$ cat config.mk
export PLATFORM = sky130hd
export DESIGN_NAME = lif_led_intensity
export DESIGN_NICKNAME = d
export VERILOG_FILES = /design/src/lif_pkg.sv /design/src/lif_fade_engine.sv /design/src/lif_led_intensity.sv
export SDC_FILE = /design/constraint.sdc
export NUM_CORES = 1
export LEC_CHECK = 0
export BUFFER_PORTS_ARGS = -buffer_cell sky130_fd_sc_hd__buf_2
export CAP_MARGIN = 10
export CORE_ASPECT_RATIO = 1.1
export CORE_MARGIN = 2
export CORE_UTILIZATION = 58
export CTS_CLUSTER_SIZE = 16
export DETAILED_ROUTE_END_ITERATION = 10
export GPL_TIMING_DRIVEN = 0
export PLACE_DENSITY = 0.77
export SYNTH_ARGS = -nofsm -noshare
export SYNTH_HDL_FRONTEND = slang
export SYNTH_SLANG_ARGS = --single-unit
$ cat constraint.sdc
create_clock -name clk_in -period 7.5 [get_ports clk_in]
set_clock_uncertainty 0.15 [all_clocks]
set_input_delay 1.5 -clock clk_in [delete_from_list [all_inputs] [get_ports clk_in]]
set_output_delay 1.5 -clock clk_in [all_outputs]
set_load 0.05 [all_outputs]
$ cat src/lif_pkg.sv
package lif_pkg;

    // Register offsets on the serial register port.
    localparam logic [7:0] LIF_OFF_MAP_ONE       = 8'h0c;
    localparam logic [7:0] LIF_OFF_MAP_TWO       = 8'h0d;
    localparam logic [7:0] LIF_OFF_PWM_DIVISOR   = 8'h0e;
    localparam logic [7:0] LIF_OFF_SEQ_CONFIG    = 8'h0f;
    localparam logic [7:0] LIF_OFF_SHARED_IDLE   = 8'h10;
    localparam logic [7:0] LIF_OFF_RELEASE_DELAY = 8'h11;
    localparam logic [7:0] LIF_OFF_ENG1_LEVEL    = 8'h12;
    localparam logic [7:0] LIF_OFF_ENG1_TIMING   = 8'h13;
    localparam logic [7:0] LIF_OFF_ENG2_LEVEL    = 8'h14;
    localparam logic [7:0] LIF_OFF_ENG2_TIMING   = 8'h15;
    localparam logic [7:0] LIF_OFF_PWR_REST      = 8'h16;
    localparam logic [7:0] LIF_OFF_PWR_ACTIVE    = 8'h17;
    localparam logic [7:0] LIF_OFF_PWR_LOW       = 8'h18;
    localparam logic [7:0] LIF_OFF_PWR_TIMING    = 8'h19;
    localparam logic [7:0] LIF_OFF_PWR_PULSE     = 8'h1a;
    localparam logic [7:0] LIF_OFF_PWR_MODE      = 8'h1b;
    localparam logic [7:0] LIF_OFF_FIRST         = 8'h0c;
    localparam logic [7:0] LIF_OFF_LAST          = 8'h1b;

    // Field positions.
    localparam int LIF_SEQ_MODE_LSB    = 0;
    localparam int LIF_SEQ_LOG_BIT     = 2;
    localparam int LIF_SEQ_RSVD_BIT    = 3;
    localparam int LIF_SEQ_REPEAT_LSB  = 4;
    localparam int LIF_HI_NIBBLE_LSB   = 4;
    localparam int LIF_LO_NIBBLE_LSB   = 0;
    localparam int LIF_PWR_ENABLE_BIT  = 1;
    localparam int LIF_PWR_CHANNEL     = 7;

    localparam logic [7:0] LIF_REG_RESET = 8'h00;

    // Sequence mode encodings.
    localparam logic [1:0] LIF_SEQ_SINGLE   = 2'h0;
    localparam logic [1:0] LIF_SEQ_CONTINUE = 2'h1;
    localparam logic [1:0] LIF_SEQ_REP_LOW  = 2'h2;
    localparam logic [1:0] LIF_SEQ_REP_HIGH = 2'h3;

    // Timing, from a 5 ns system clock.
    localparam int LIF_CLK_PERIOD_PS  = 5000;
    localparam int LIF_OSC_PERIOD_PS  = 500000;
    localparam int LIF_MEAS_TIME_US   = 648;
    localparam int LIF_STEP_BASE_US   = 250;
    localparam int LIF_ENG_STEP_US    = 500;
    localparam int LIF_DELAY_UNIT_MS  = 256;
    localparam int LIF_OSC_CYCLES     = LIF_OSC_PERIOD_PS / LIF_CLK_PERIOD_PS;
    localparam int LIF_MEAS_CYCLES    = (LIF_MEAS_TIME_US * 1000000) / LIF_CLK_PERIOD_PS;
    localparam int LIF_BASE_CYCLES    = (LIF_STEP_BASE_US * 1000000) / LIF_CLK_PERIOD_PS;
    localparam int LIF_ENG_STEP_TICKS = LIF_ENG_STEP_US / LIF_STEP_BASE_US;
    localparam int LIF_DELAY_CYCLES   = (LIF_DELAY_UNIT_MS * 1000000) / LIF_CLK_PERIOD_PS * 1000;
    localparam int LIF_PWM_SLOT_CLOCKS = 255;

    typedef enum logic [1:0] {LIF_ENG_REST, LIF_ENG_ACTIVE, LIF_ENG_DELAY} lif_eng_state_e;
    typedef enum logic {LIF_FRAME_MEASURE, LIF_FRAME_DRIVE} lif_frame_e;

endpackage

$ cat src/lif_fade_engine.sv
`timescale 1ns/10ps
module lif_fade_engine
    import lif_pkg::*;
(
    input  wire logic       clk_in,
    input  wire logic       nrst_in,
    input  wire logic       step_tick_in,
    input  wire logic       delay_tick_in,
    input  wire logic       active_in,
    input  wire logic [7:0] on_level_in,
    input  wire logic [7:0] rest_level_in,
    input  wire logic [7:0] fade_in_time_in,
    input  wire logic [7:0] fade_out_time_in,
    input  wire logic [3:0] delay_n_in,
    input  wire logic [1:0] seq_mode_in,
    input  wire logic [3:0] repeat_in,
    input  wire logic       log_fade_in,
    output logic      [7:0] level_out
);

    lif_eng_state_e state;
    logic           dir_up;
    logic [3:0]     reps_left;
    logic [3:0]     delay_cnt;
    logic [7:0]     step_cnt;
    logic [7:0]     target;
    logic [7:0]     target_q;
    logic [7:0]     step_len;
    logic [7:0]     diff;
    logic [7:0]     amount;
    logic [7:0]     swing;
    logic           going_up;

    assign swing = dir_up ? on_level_in : rest_level_in;

    always_comb
    begin
        target = rest_level_in;
        unique case (state)
            LIF_ENG_REST:  target = rest_level_in;
            LIF_ENG_DELAY: target = on_level_in;
            LIF_ENG_ACTIVE:
            begin
                unique case (seq_mode_in)
                    LIF_SEQ_SINGLE:   target = on_level_in;
                    LIF_SEQ_CONTINUE: target = swing;
                    LIF_SEQ_REP_LOW:  target = (reps_left != 4'h0) ? swing : rest_level_in;
                    LIF_SEQ_REP_HIGH: target = (reps_left != 4'h0) ? swing : on_level_in;
                endcase
            end
            default: target = rest_level_in;
        endcase
    end

    assign going_up = target > level_out;
    assign step_len = going_up ? fade_in_time_in : fade_out_time_in;
    assign diff     = going_up ? target - level_out : level_out - target;

    // Log fading takes steps proportional to the current level, so low levels move finely.
    always_comb
    begin
        amount = 8'h01;
        if (log_fade_in)
        begin
            amount = (level_out >> 4) + 8'h01;
            if (amount > diff)
            begin
                amount = diff;
            end
        end
    end

    always_ff @(posedge clk_in)
    begin
        if (!nrst_in)
        begin
            state     <= LIF_ENG_REST;
            dir_up    <= 1'b1;
            reps_left <= 4'h0;
            delay_cnt <= 4'h0;
        end
        else
        begin
            unique case (state)
                LIF_ENG_REST:
                begin
                    if (active_in)
                    begin
                        state     <= LIF_ENG_ACTIVE;
                        dir_up    <= 1'b1;
                        reps_left <= repeat_in;
                    end
                end
                LIF_ENG_ACTIVE:
                begin
                    if (!active_in)
                    begin
                        delay_cnt <= delay_n_in;
                        state     <= (delay_n_in == 4'h0) ? LIF_ENG_REST : LIF_ENG_DELAY;
                    end
                    else if (level_out == target && seq_mode_in != LIF_SEQ_SINGLE)
                    begin
                        if (dir_up)
                        begin
                            dir_up <= 1'b0;
                        end
                        else
                        begin
                            dir_up <= 1'b1;
                            if (seq_mode_in != LIF_SEQ_CONTINUE && reps_left != 4'h0)
                            begin
                                reps_left <= reps_left - 4'h1;
                            end
                        end
                    end
                end
                LIF_ENG_DELAY:
                begin
                    if (active_in)
                    begin
                        state     <= LIF_ENG_ACTIVE;
                        dir_up    <= 1'b1;
                        reps_left <= repeat_in;
                    end
                    else if (delay_tick_in)
                    begin
                        delay_cnt <= delay_cnt - 4'h1;
                        if (delay_cnt == 4'h1)
                        begin
                            state <= LIF_ENG_REST;
                        end
                    end
                end
                default: state <= LIF_ENG_REST;
            endcase
        end
    end

    always_ff @(posedge clk_in)
    begin
        if (!nrst_in)
        begin
            level_out <= 8'h00;
            step_cnt  <= 8'h00;
            target_q  <= 8'h00;
        end
        else
        begin
            target_q <= target;
            if (target != target_q)
            begin
                step_cnt <= 8'h00;
            end
            else if (level_out != target && step_tick_in)
            begin
                // A shorter step time written mid-step takes effect at once instead of wrapping.
                if (step_cnt >= step_len)
                begin
                    step_cnt  <= 8'h00;
                    level_out <= going_up ? level_out + amount : level_out - amount;
                end
                else
                begin
                    step_cnt <= step_cnt + 8'h01;
                end
            end
        end
    end

endmodule // lif_fade_engine

$ cat src/lif_led_intensity.sv
`timescale 1ns/10ps
module lif_led_intensity
    import lif_pkg::*;
#(
    parameter int MEAS_CYCLES  = LIF_MEAS_CYCLES,
    parameter int BASE_CYCLES  = LIF_BASE_CYCLES,
    parameter int DELAY_CYCLES = LIF_DELAY_CYCLES,
    parameter int CHANNELS     = 8
)
(
    input  wire logic                clk_in,
    input  wire logic                nrst_in,
    input  wire logic [7:0]          reg_addr_in,
    input  wire logic [7:0]          reg_wdata_in,
    input  wire logic                reg_write_in,
    input  wire logic                reg_read_in,
    output logic      [7:0]          reg_rdata_out,
    input  wire logic [CHANNELS-1:0] touch_in,
    input  wire logic                proximity_in,
    input  wire logic                power_state_on_in,
    output logic      [CHANNELS-1:0] led_out,
    output logic                     capacitive_measurement_out
);

    logic [7:0]  regs [LIF_OFF_FIRST:LIF_OFF_LAST];
    logic [31:0] osc_cnt;
    logic        osc_tick;
    logic [7:0]  pwm_div_cnt;
    logic        pwm_tick;
    logic [31:0] base_cnt;
    logic        base_tick;
    logic        eng_step_tick;
    logic        eng_step_phase;
    logic [31:0] delay_cyc;
    logic        delay_tick;
    lif_frame_e  frame;
    logic [31:0] meas_cnt;
    logic [7:0]  pwm_cnt;
    logic        addr_hit;
    logic [7:0]  map_one;
    logic [7:0]  map_two;
    logic [7:0]  seq_cfg;
    logic [7:0]  delay_cfg;
    logic        pwr_enabled;
    logic        eng_one_active;
    logic        eng_two_active;
    logic        pwr_active;
    logic [7:0]  eng_one_level;
    logic [7:0]  eng_two_level;
    logic [7:0]  pwr_level;
    logic [7:0]  pwr_rest;
    logic [7:0]  eng_one_fade;
    logic [7:0]  eng_two_fade;
    logic [7:0]  pwr_fade;
    logic [7:0]  ch_level [CHANNELS];

    assign addr_hit    = reg_addr_in >= LIF_OFF_FIRST && reg_addr_in <= LIF_OFF_LAST;
    assign map_one     = regs[LIF_OFF_MAP_ONE];
    assign map_two     = regs[LIF_OFF_MAP_TWO];
    assign seq_cfg     = regs[LIF_OFF_SEQ_CONFIG];
    assign delay_cfg   = regs[LIF_OFF_RELEASE_DELAY];
    assign pwr_enabled = regs[LIF_OFF_PWR_MODE][LIF_PWR_ENABLE_BIT];

    // Register port. Reserved sequence bit is kept at zero.
    always_ff @(posedge clk_in)
    begin
        if (!nrst_in)
        begin
            for (int i = LIF_OFF_FIRST; i <= LIF_OFF_LAST; i++)
            begin
                regs[i] <= LIF_REG_RESET;
            end
        end
        else if (reg_write_in && addr_hit)
        begin
            regs[reg_addr_in] <= reg_wdata_in;
            if (reg_addr_in == LIF_OFF_SEQ_CONFIG)
            begin
                regs[reg_addr_in][LIF_SEQ_RSVD_BIT] <= 1'b0;
            end
        end
    end

    always_ff @(posedge clk_in)
    begin
        if (!nrst_in)
        begin
            reg_rdata_out <= 8'h00;
        end
        else if (reg_read_in)
        begin
            reg_rdata_out <= addr_hit ? regs[reg_addr_in] : 8'h00;
        end
    end

    // The 2 MHz oscillator is modelled as an enable every 100 system clocks.
    // It restarts with each drive slot, so a slot always spans exactly 255 whole PWM clocks.
    always_ff @(posedge clk_in)
    begin
        if (!nrst_in || frame == LIF_FRAME_MEASURE || osc_cnt == 32'(LIF_OSC_CYCLES - 1))
        begin
            osc_cnt <= 32'h0;
        end
        else
        begin
            osc_cnt <= osc_cnt + 32'h1;
        end
    end
    assign osc_tick = osc_cnt == 32'(LIF_OSC_CYCLES - 1);

    // A divisor of zero is treated as one so the PWM clock never stops.
    always_ff @(posedge clk_in)
    begin
        if (!nrst_in || frame == LIF_FRAME_MEASURE)
        begin
            pwm_div_cnt <= 8'h00;
        end
        else if (osc_tick)
        begin
            pwm_div_cnt <= pwm_tick ? 8'h00 : pwm_div_cnt + 8'h01;
        end
    end
    assign pwm_tick = osc_tick && (pwm_div_cnt + 8'h01 >= regs[LIF_OFF_PWM_DIVISOR]);

    always_ff @(posedge clk_in)
    begin
        if (!nrst_in || base_tick)
        begin
            base_cnt <= 32'h0;
        end
        else
        begin
            base_cnt <= base_cnt + 32'h1;
        end
    end
    assign base_tick = base_cnt == 32'(BASE_CYCLES - 1);

    always_ff @(posedge clk_in)
    begin
        if (!nrst_in)
        begin
            eng_step_phase <= 1'b0;
        end
        else if (base_tick)
        begin
            eng_step_phase <= ~eng_step_phase;
        end
    end
    // Two base ticks of 250 us make one engine step unit.
    assign eng_step_tick = base_tick && eng_step_phase == 1'(LIF_ENG_STEP_TICKS - 1);

    always_ff @(posedge clk_in)
    begin
        if (!nrst_in || delay_tick)
        begin
            delay_cyc <= 32'h0;
        end
        else
        begin
            delay_cyc <= delay_cyc + 32'h1;
        end
    end
    assign delay_tick = delay_cyc == 32'(DELAY_CYCLES - 1);

    // Frame sequencer: measurement slot, then 255 PWM clocks of drive.
    always_ff @(posedge clk_in)
    begin
        if (!nrst_in)
        begin
            frame    <= LIF_FRAME_MEASURE;
            meas_cnt <= 32'h0;
            pwm_cnt  <= 8'h00;
        end
        else
        begin
            unique case (frame)
                LIF_FRAME_MEASURE:
                begin
                    meas_cnt <= meas_cnt + 32'h1;
                    if (meas_cnt == 32'(MEAS_CYCLES - 1))
                    begin
                        meas_cnt <= 32'h0;
                        pwm_cnt  <= 8'h00;
                        frame    <= LIF_FRAME_DRIVE;
                    end
                end
                LIF_FRAME_DRIVE:
                begin
                    if (pwm_tick)
                    begin
                        pwm_cnt <= pwm_cnt + 8'h01;
                        if (pwm_cnt == 8'(LIF_PWM_SLOT_CLOCKS - 1))
                        begin
                            frame <= LIF_FRAME_MEASURE;
                        end
                    end
                end
            endcase
        end
    end
    assign capacitive_measurement_out = frame == LIF_FRAME_MEASURE;

    assign eng_one_active = |(touch_in & map_one) || (proximity_in && |map_one);
    assign eng_two_active = |(touch_in & map_two) || (proximity_in && |map_two);
    assign pwr_active     = pwr_enabled && touch_in[LIF_PWR_CHANNEL];
    // With the set switched off the power button rests at its off level.
    assign pwr_rest       = power_state_on_in ? regs[LIF_OFF_PWR_REST] : regs[LIF_OFF_PWR_LOW];
    assign eng_one_fade   = regs[LIF_OFF_ENG1_TIMING];
    assign eng_two_fade   = regs[LIF_OFF_ENG2_TIMING];
    assign pwr_fade       = regs[LIF_OFF_PWR_TIMING];

    lif_fade_engine u_engine_one
    (
        .clk_in           (clk_in),
        .nrst_in          (nrst_in),
        .step_tick_in     (eng_step_tick),
        .delay_tick_in    (delay_tick),
        .active_in        (eng_one_active),
        .on_level_in      (regs[LIF_OFF_ENG1_LEVEL]),
        .rest_level_in    (regs[LIF_OFF_SHARED_IDLE]),
        .fade_in_time_in  ({4'h0, eng_one_fade[LIF_HI_NIBBLE_LSB +: 4]}),
        .fade_out_time_in ({4'h0, eng_one_fade[LIF_LO_NIBBLE_LSB +: 4]}),
        .delay_n_in       (delay_cfg[LIF_HI_NIBBLE_LSB +: 4]),
        .seq_mode_in      (seq_cfg[LIF_SEQ_MODE_LSB +: 2]),
        .repeat_in        (seq_cfg[LIF_SEQ_REPEAT_LSB +: 4]),
        .log_fade_in      (seq_cfg[LIF_SEQ_LOG_BIT]),
        .level_out        (eng_one_level)
    );

    lif_fade_engine u_engine_two
    (
        .clk_in           (clk_in),
        .nrst_in          (nrst_in),
        .step_tick_in     (eng_step_tick),
        .delay_tick_in    (delay_tick),
        .active_in        (eng_two_active),
        .on_level_in      (regs[LIF_OFF_ENG2_LEVEL]),
        .rest_level_in    (regs[LIF_OFF_SHARED_IDLE]),
        .fade_in_time_in  ({4'h0, eng_two_fade[LIF_HI_NIBBLE_LSB +: 4]}),
        .fade_out_time_in ({4'h0, eng_two_fade[LIF_LO_NIBBLE_LSB +: 4]}),
        .delay_n_in       (delay_cfg[LIF_LO_NIBBLE_LSB +: 4]),
        .seq_mode_in      (seq_cfg[LIF_SEQ_MODE_LSB +: 2]),
        .repeat_in        (seq_cfg[LIF_SEQ_REPEAT_LSB +: 4]),
        .log_fade_in      (seq_cfg[LIF_SEQ_LOG_BIT]),
        .level_out        (eng_two_level)
    );

    // The power engine steps on the 250 us base tick and follows touches directly.
    lif_fade_engine u_engine_power
    (
        .clk_in           (clk_in),
        .nrst_in          (nrst_in),
        .step_tick_in     (base_tick),
        .delay_tick_in    (delay_tick),
        .active_in        (pwr_active),
        .on_level_in      (regs[LIF_OFF_PWR_ACTIVE]),
        .rest_level_in    (pwr_rest),
        .fade_in_time_in  (pwr_fade),
        .fade_out_time_in (pwr_fade),
        .delay_n_in       (4'h0),
        .seq_mode_in      (LIF_SEQ_SINGLE),
        .repeat_in        (4'h0),
        .log_fade_in      (1'b0),
        .level_out        (pwr_level)
    );

    // A channel mapped to both engines shows the brighter of the two, unless it is the power channel with power mode enabled.
    generate
        for (genvar ch = 0; ch < CHANNELS; ch++)
        begin : g_channel
            logic [7:0] sel_one;
            logic [7:0] sel_two;
            assign sel_one = map_one[ch] ? eng_one_level : 8'h00;
            assign sel_two = map_two[ch] ? eng_two_level : 8'h00;
            if (ch == LIF_PWR_CHANNEL)
            begin : g_power
                assign ch_level[ch] = pwr_enabled ? pwr_level :
                                      ((sel_one > sel_two) ? sel_one : sel_two);
            end
            else
            begin : g_plain
                assign ch_level[ch] = (sel_one > sel_two) ? sel_one : sel_two;
            end

            always_ff @(posedge clk_in)
            begin
                if (!nrst_in)
                begin
                    led_out[ch] <= 1'b0;
                end
                else
                begin
                    led_out[ch] <= frame == LIF_FRAME_DRIVE && pwm_cnt < ch_level[ch];
                end
            end
        end
    endgenerate

endmodule // lif_led_intensity

Yosys cells after proc, flatten, opt, wreduce, memory -nomap -nowiden
Memory sizes are Yosys's and may differ from the RTL's.
Cells that the tools add are included.
{"block": "word_totals", "mem_count": 1, "out_inout_bits": 17, "inputBits": 30, "ff_bits": 262, "ramBits": 128}
{"block": "classes", "n_addsub": 26, "reduce_logical": 68, "muxes": 127, "n_eq_ne": 57, "magnitude_cmp": 27, "n_bitwise": 9}
{"name": "regs", "depth": 16, "width": 8, "rd": 16, "rd_ports_with_merged_regs": 0, "write_ports": 16, "line_no": "lif_led_intensity.sv:25", "source": "logic [7:0] regs [LIF_OFF_FIRST:LIF_OFF_LAST];"}
{"operator": "8-bit two-way mux", "n": 50}
{"operator": "32-bit by 1-bit adder with 32-bit output, second input constant", "n": 4}
{"operator": "8-bit greater-than comparator", "n": 13}
{"operator": "4-bit two-way mux", "n": 21}
{"operator": "8-bit less-than comparator", "n": 8}
{"operator": "8-bit case mux with 4 select lines", "n": 2}
{"operator": "8-bit by 1-bit adder with 8-bit output, second input constant", "n": 6}
{"operator": "8-bit != test", "n": 6}
{"operator": "8-bit case mux with 2 select lines", "n": 3}
{"operator": "8-bit subtractor", "n": 6}
{"operator": "4-bit case mux with 2 select lines", "n": 5}
{"operator": "8-bit OR reduction", "n": 5}
{"operator": "2-bit two-way mux", "n": 18}
{"operator": "32-bit by 16-bit equality test with 1-bit output, second input constant", "n": 1}
{"operator": "32-bit by 17-bit equality test with 1-bit output, second input constant", "n": 1}
{"operator": "32-bit by 26-bit equality test with 1-bit output, second input constant", "n": 1}
{"operator": "32-bit by 7-bit equality test with 1-bit output, second input constant", "n": 1}
{"operator": "8-bit greater-or-equal comparator", "n": 4}
{"operator": "32-bit two-way mux", "n": 1}
{"operator": "4-bit AND reduction", "n": 8}
{"operator": "2-bit by 1-bit != test with 1-bit output, second input constant", "n": 13}
{"operator": "2-bit != test, second input constant", "n": 12}
{"operator": "1-bit logical AND", "n": 22}
{"operator": "1-bit two-way mux", "n": 20}
{"operator": "30 further kinds", "n": 83}

Depth between registers and ports, before layout
An unclocked memory read counts as a cell.
{"block": "logic_depth", "word_depth": 12, "ltp_mapped": 44, "depth_no_buf": 40}

Modules after synthesis
From an unflattened synthesis, not the netlist that was laid out.
{"block": "hier_totals", "hier_cells": 3404, "area_unflattened_um2": 30412.9}
{"mod": "lif_led_intensity", "n_inst": 1, "area_each_um2": 19090.8, "cells_each": 1962, "seq_area_each_um2": 8167.8}
{"mod": "lif_fade_engine at u_engine_one ...", "n_inst": 2, "area_each_um2": 3811.2, "cells_each": 487, "seq_area_each_um2": 700.7}
{"mod": "lif_fade_engine at u_engine_two", "n_inst": 1, "area_each_um2": 3699.8, "cells_each": 468, "seq_area_each_um2": 700.7}

Worst setup path after synthesis
No wires, ideal clock.
{"block": "synth_timing", "kind": "reg-to-reg", "from": "register u_engine_two.reps_left[0]", "to": "register u_engine_two.level_out[7]", "path_buffers": 4, "setup_time_ps": 126, "synth_period_minus_slack_ps": 7723, "path_slack_ps": -223, "path_stages_with_launch": 43, "arrival_ps": 7447, "path_cell_list": "dfxtp_1 inv_1 ha_1 or3b_1 a21o_1 a21o_4 buf_6 clkbuf_1 a21oi_1 nor2_1 nor2_1 inv_1 ha_1 buf_2 nor2b_1 o31a_1 o211ai_2 mux2i_1 [7 not listed] buf_2 nor2_1 a21oi_1 nand2b_1 inv_1 ha_1 a21oi_1 ha_1 nor2b_1 o21ai_0 a21boi_0 o21ai_0 nand2b_1 a21o_1 a21oi_1 nor3_1 mux2i_1 nand4_1"}
{"block": "synth_via", "elab_chain_cells": 11}
{"element": "start: declaration", "line_no": "lif_fade_engine.sv:23", "source": "logic [3:0] reps_left;"}
{"element": "start signal: assignment", "line_no": "lif_fade_engine.sv:91", "source": "reps_left <= repeat_in;"}
{"element": "start signal: assignment", "line_no": "lif_fade_engine.sv:112", "source": "reps_left <= reps_left - 4'h1;"}
{"element": "start signal: assignment", "line_no": "lif_fade_engine.sv:123", "source": "reps_left <= repeat_in;"}
{"element": "4-bit nonzero test (*)", "line_no": "lif_fade_engine.sv:47, lif_fade_engine.sv:48"}
{"element": "8-bit two-way mux (on tied branches)", "line_no": "lif_fade_engine.sv:48, lif_fade_engine.sv:47"}
{"element": "8-bit case mux with 4 select lines (*)", "line_no": "lif_fade_engine.sv:44", "source": "unique case (seq_mode_in)"}
{"element": "8-bit case mux with 2 select lines (*)", "line_no": "lif_fade_engine.sv:39", "source": "unique case (state)"}
{"element": "via u_engine_two.target[2]", "line_no": "lif_fade_engine.sv:26", "source": "logic [7:0] target;"}
{"element": "8-bit subtractor or 8-bit greater-than comparator (tied branches)", "line_no": "lif_fade_engine.sv:57, lif_fade_engine.sv:55"}
{"element": "8-bit two-way mux", "line_no": "lif_fade_engine.sv:57", "source": "assign diff = going_up ? target - level_out : level_out - target;"}
{"element": "8-bit greater-than comparator", "line_no": "lif_fade_engine.sv:66", "source": "if (amount > diff)"}
{"element": "8-bit two-way mux", "line_no": "lif_fade_engine.sv:66"}
{"element": "8-bit two-way mux", "line_no": "lif_fade_engine.sv:63", "source": "if (log_fade_in)"}
{"element": "8-bit subtractor or 8-bit adder (tied branches)", "line_no": "lif_fade_engine.sv:160", "source": "level_out <= going_up ? level_out + amount : level_out - amount;"}
{"element": "8-bit two-way mux", "line_no": "lif_fade_engine.sv:160"}
{"element": "end signal: assignment", "line_no": "lif_fade_engine.sv:160"}
{"element": "end: declaration", "line_no": "lif_fade_engine.sv:18", "source": "output logic [7:0] level_out"}
Mark *: on every way through the listed nets, which the timed path passes. The rest lies on a longest branch.
A chain may end at the register's enable or synchronous reset.

Final worst setup path
{"block": "layout_timing", "from": "register u_engine_two.reps_left[1]", "to": "register u_engine_two.level_out[7]"}
Same word-level chain as after synthesis.

==> results_dict.tcl <==
set metrics [dict create \
    cts_tree "yes" \
    leakage_nw 13.6 \
    drv_cap 0 \
    peakVddDrop_mv 0.215 \
    syn_avg_cell_area_um2 9.13 \
    placed_area_um2 30400 \
    drive_above_1_share_pct 13.0 \
    drc 0 \
    critPathMaxStageDelay_ns 0.39 \
    start_util_pct 58.3 \
    yosysWarnings 0 \
    antenna_found_initial 2 \
    worst_slack_ns -0.222 \
    gr-total-overflow 0 \
    grt_use_total_pct 32.6 \
    max-slew-margin-rel_pct 16.8 \
    io_pins 47 \
    cts_sinks 457 \
    place_ws_ns -1.42 \
    status "finished with violations" \
    dr.pass1.iters 6 \
    violations "setup timing" \
    crit_slowest_cell "or3b_4" \
    fin_nets 3706 \
    num_rows 86 \
    cts_made_buffers 50 \
    viasPerCell 6.21 \
    gp_congestion 0.965 \
    area_growth_pct 15.5 \
    ys.flop_type "dfxtp_1" \
    synth.distinct_cells 87 \
    dieArea_um2 51900 \
    drtIter0Drc 2630 \
    final_util_pct 67.3 \
    start_kind "flop" \
    rsz0062_at_grt "yes" \
    cp_data_arrival_time_ns 8.07 \
    cts_hold_buffers 0 \
    synth_edf_count 200 \
    tightest_slew_ns 1.25 \
    die_h_um 239 \
    criticalPathCategory "reg2reg" \
    setup_violations 4 \
    syn_inst 3181 \
    drt-total-wl_um 85800 \
    hold_viol_final 0 \
    vias 25600 \
    crit_top_cell "ha_4" \
    cellPowerDensity_nw_per_um2 286 \
    fin_tns_setup_ns -0.436 \
    syn_area_um2 29000 \
    max_freq_mhz 129 \
    clkLatencyLatePin_ns 0.63 \
    cp-end-kind "flop" \
    maxSlewViolCount 0 \
    whs_path_depth 1 \
    die_x_um 217 \
    dr_wl_met2_um 40100 \
    highest_layer "met5" \
    grt_pass1_wl_um 133000 \
    hpwl_um 61700 \
    grt_max_degree 24 \
    min_period_ns 7.72 \
    clockBufferDepth 3 \
    grt_pass1_vias 25000 \
    cts_root_buffer "clkbuf_16" \
    crit_fanout 7 \
    port_buffers 43 \
    ys_seq_area_share_pct 38.4 \
    hold_path_class "reg2reg" \
    htree_levels 2 \
    cp.required_ns 7.85 \
    finalCritPeriodShare_pct 103 \
    reg2reg_depth 42 \
    async_flop_share_pct 0 \
    core_um2 49800 \
    clk_pin_slew_ns 0.07 \
    drt-wirelength-per-cell_um 20.8 \
    post-route-cell-area_um2 33500 \
    ys_seq_elements 457 \
    met3_wirelength_um 7380 \
    ant_nets 0 \
    wirelength_met1_um 32700 \
]
==> area by class of cell <==
type	count	area [um2]
multi-input combinational	2469	17600
fill	3838	16300
sequential	457	11200
clock buffer	65	1410
timing repair buffer	131	898
tap	660	826
buffer	165	727
inverter	155	588
clock inverter	29	308
antenna	1	2.50
==> final timing paths <==
check | from | end | slack [ns]
hold reg to reg | delay_cyc[0]$_SDFF_PP0_ | delay_cyc[0]$_SDFF_PP0_ | 0.29
setup reg to reg | u_engine_two.reps_left[1]$_SDFFE_PN0P_ | u_engine_two.level_out[7]$_SDFFE_PN0P_ | -0.22
setup / recovery | u_engine_two.reps_left[1]$_SDFFE_PN0P_ | u_engine_two.level_out[7]$_SDFFE_PN0P_ | -0.22
hold / removal | delay_cyc[0]$_SDFF_PP0_ | delay_cyc[0]$_SDFF_PP0_ | 0.29
==> cells in the mapped netlist, drive strengths merged (6+ instances only) <==
cell,n,area (um2)
nor4,39,244
o21ai,94,470
nand4,55,344
a22o,7,61.3
o22ai,7,43.8
a221o,7,70.1
ha,240,3000
inv,152,571
edfxtp,200,6010
nand3,102,510
a31oi,53,332
a21o,40,308
mux4,54,1220
nand2,265,995
dfxtp,257,5140
a21oi,166,831
o31ai,12,95.1
fa,7,140
nand3b,11,82.6
a211oi,24,180
a221oi,8,76.3
and2,57,357
and3,163,1020
nor2b,53,332
xnor2,86,753
or2,21,131
or3,24,150
and4,11,96.3
nand2b,28,175
clkbuf,153,576
buf,19,97.6
o21a,23,173
mux2i,66,661
a2111oi,11,104
nor3b,11,82.6
xor2,101,885
o21bai,6,45.0
mux2,13,146
o211ai,9,72.6
nor2,388,1460
nor3,49,245
a22oi,18,140
==> logic make-up (layout without fill, tap and decap cells) <==
| group | count (synthesis) | count (layout) | synth area share (%) |
|---|---|---|---|
| fa+ha+maj | 247 | 247 | 10.8 |
| simple gates | 1301 | 1301 | 22.2 |
| flops | 457 | 457 | 38.4 |
| mux | 133 | 133 | 6.97 |
| other cells | 1 | 74 | 0.0129 |
| xor+xnor | 187 | 187 | 5.64 |
| buf+inv | 327 | 545 | 4.32 |
| compound gates | 528 | 528 | 11.7 |
==> layout by cell type, fill, tap and decap left out, types with 24 or more instances in the layout <==
| master | count |
|---|---|
| a21o_1 | 39 |
| a21oi_1 | 154 |
| a31oi_1 | 53 |
| and2_1 | 56 |
| and3_1 | 163 |
| buf_2 | 49 |
| buf_4 | 77 |
| clkbuf_1 | 146 |
| clkbuf_16 | 52 |
| conb_1 | 73 |
| dfxtp_1 | 252 |
| edfxtp_1 | 200 |
| ha_1 | 217 |
| inv_1 | 141 |
| mux2i_1 | 62 |
| mux4_2 | 54 |
| nand2_1 | 261 |
| nand2b_1 | 25 |
| nand3_1 | 102 |
| nand4_1 | 55 |
| nor2_1 | 371 |
| nor2b_1 | 50 |
| nor3_1 | 47 |
| nor4_1 | 38 |
| o21ai_0 | 80 |
| or3_1 | 24 |
| xnor2_1 | 85 |
| xor2_1 | 101 |
==> report_power, final <==
part,leakage (nW),internal [W],switching [W]
combinational,8.76,0.00192,0.00226
sequential,4.00,0.00274,0.000111
clock,0.844,0.00148,0.00109
==> per-layer routing <==
| metal | vias to the layer above | track usage [%] |
|---|---|---|
| met1 | 12200 | 39.2 |
| li1 | 11900 | - |
| met4 | 2 | 19.6 |
| met5 | - | 0 |
| met2 | 1211 | 54.5 |
| met3 | 348 | 6.04 |
==> repair_timing <==
action | 4_1_cts | 5_1_grt
pin swaps | 71 | 77
gates resized for setup | 130 | 65
endpoints found under the setup margin | 14 | 10
setup buffers | 66 | 25
==> sequential cells by signal, summed over array words and instances (netlist names), 4 cells and up <==
signal and cells:
u_engine_power.target_q 8, u_engine_power.step_cnt 8, led_out 8, u_engine_two.reps_left 4, meas_cnt 32, u_engine_one.target_q 8
osc_cnt 32, u_engine_one.level_out 8, u_engine_one.delay_cnt 4, u_engine_power.level_out 8, u_engine_two.level_out 8, u_engine_two.step_cnt 8
regs 200, pwm_div_cnt 8, base_cnt 32, delay_cyc 32, pwm_cnt 8, reg_rdata_out 8
u_engine_one.reps_left 4, u_engine_two.target_q 8, u_engine_one.step_cnt 8, u_engine_two.delay_cnt 4
==> per-stage QoR <==
step                instances  hold slack (ns)  total power (W)
floorplan                3253            0.263          0.00518
detailed placement       3957            0.292          0.00590
finish                   4132            0.295          0.00961
global route             4131            0.320           0.0101
CTS                      4109            0.301          0.00917
global placement         3956            0.274          0.00578
==> worst max-delay path, delay by kind of cell, from the launching register on <==
kind / cells / cell delay [ns]
multiplexers: 3 / 0.59
buffers and inverters: 7 / 0.83
AND/OR/NAND/NOR: 8 / 1.20
adder cells (fa/ha/maj): 5 / 1.15
XOR/XNOR: 1 / 0.11
flip-flops: 1 / 0.33
AO/OA/AOI/OAI: 18 / 3.24
No activity file was read; power rests on OpenSTA's default activity.
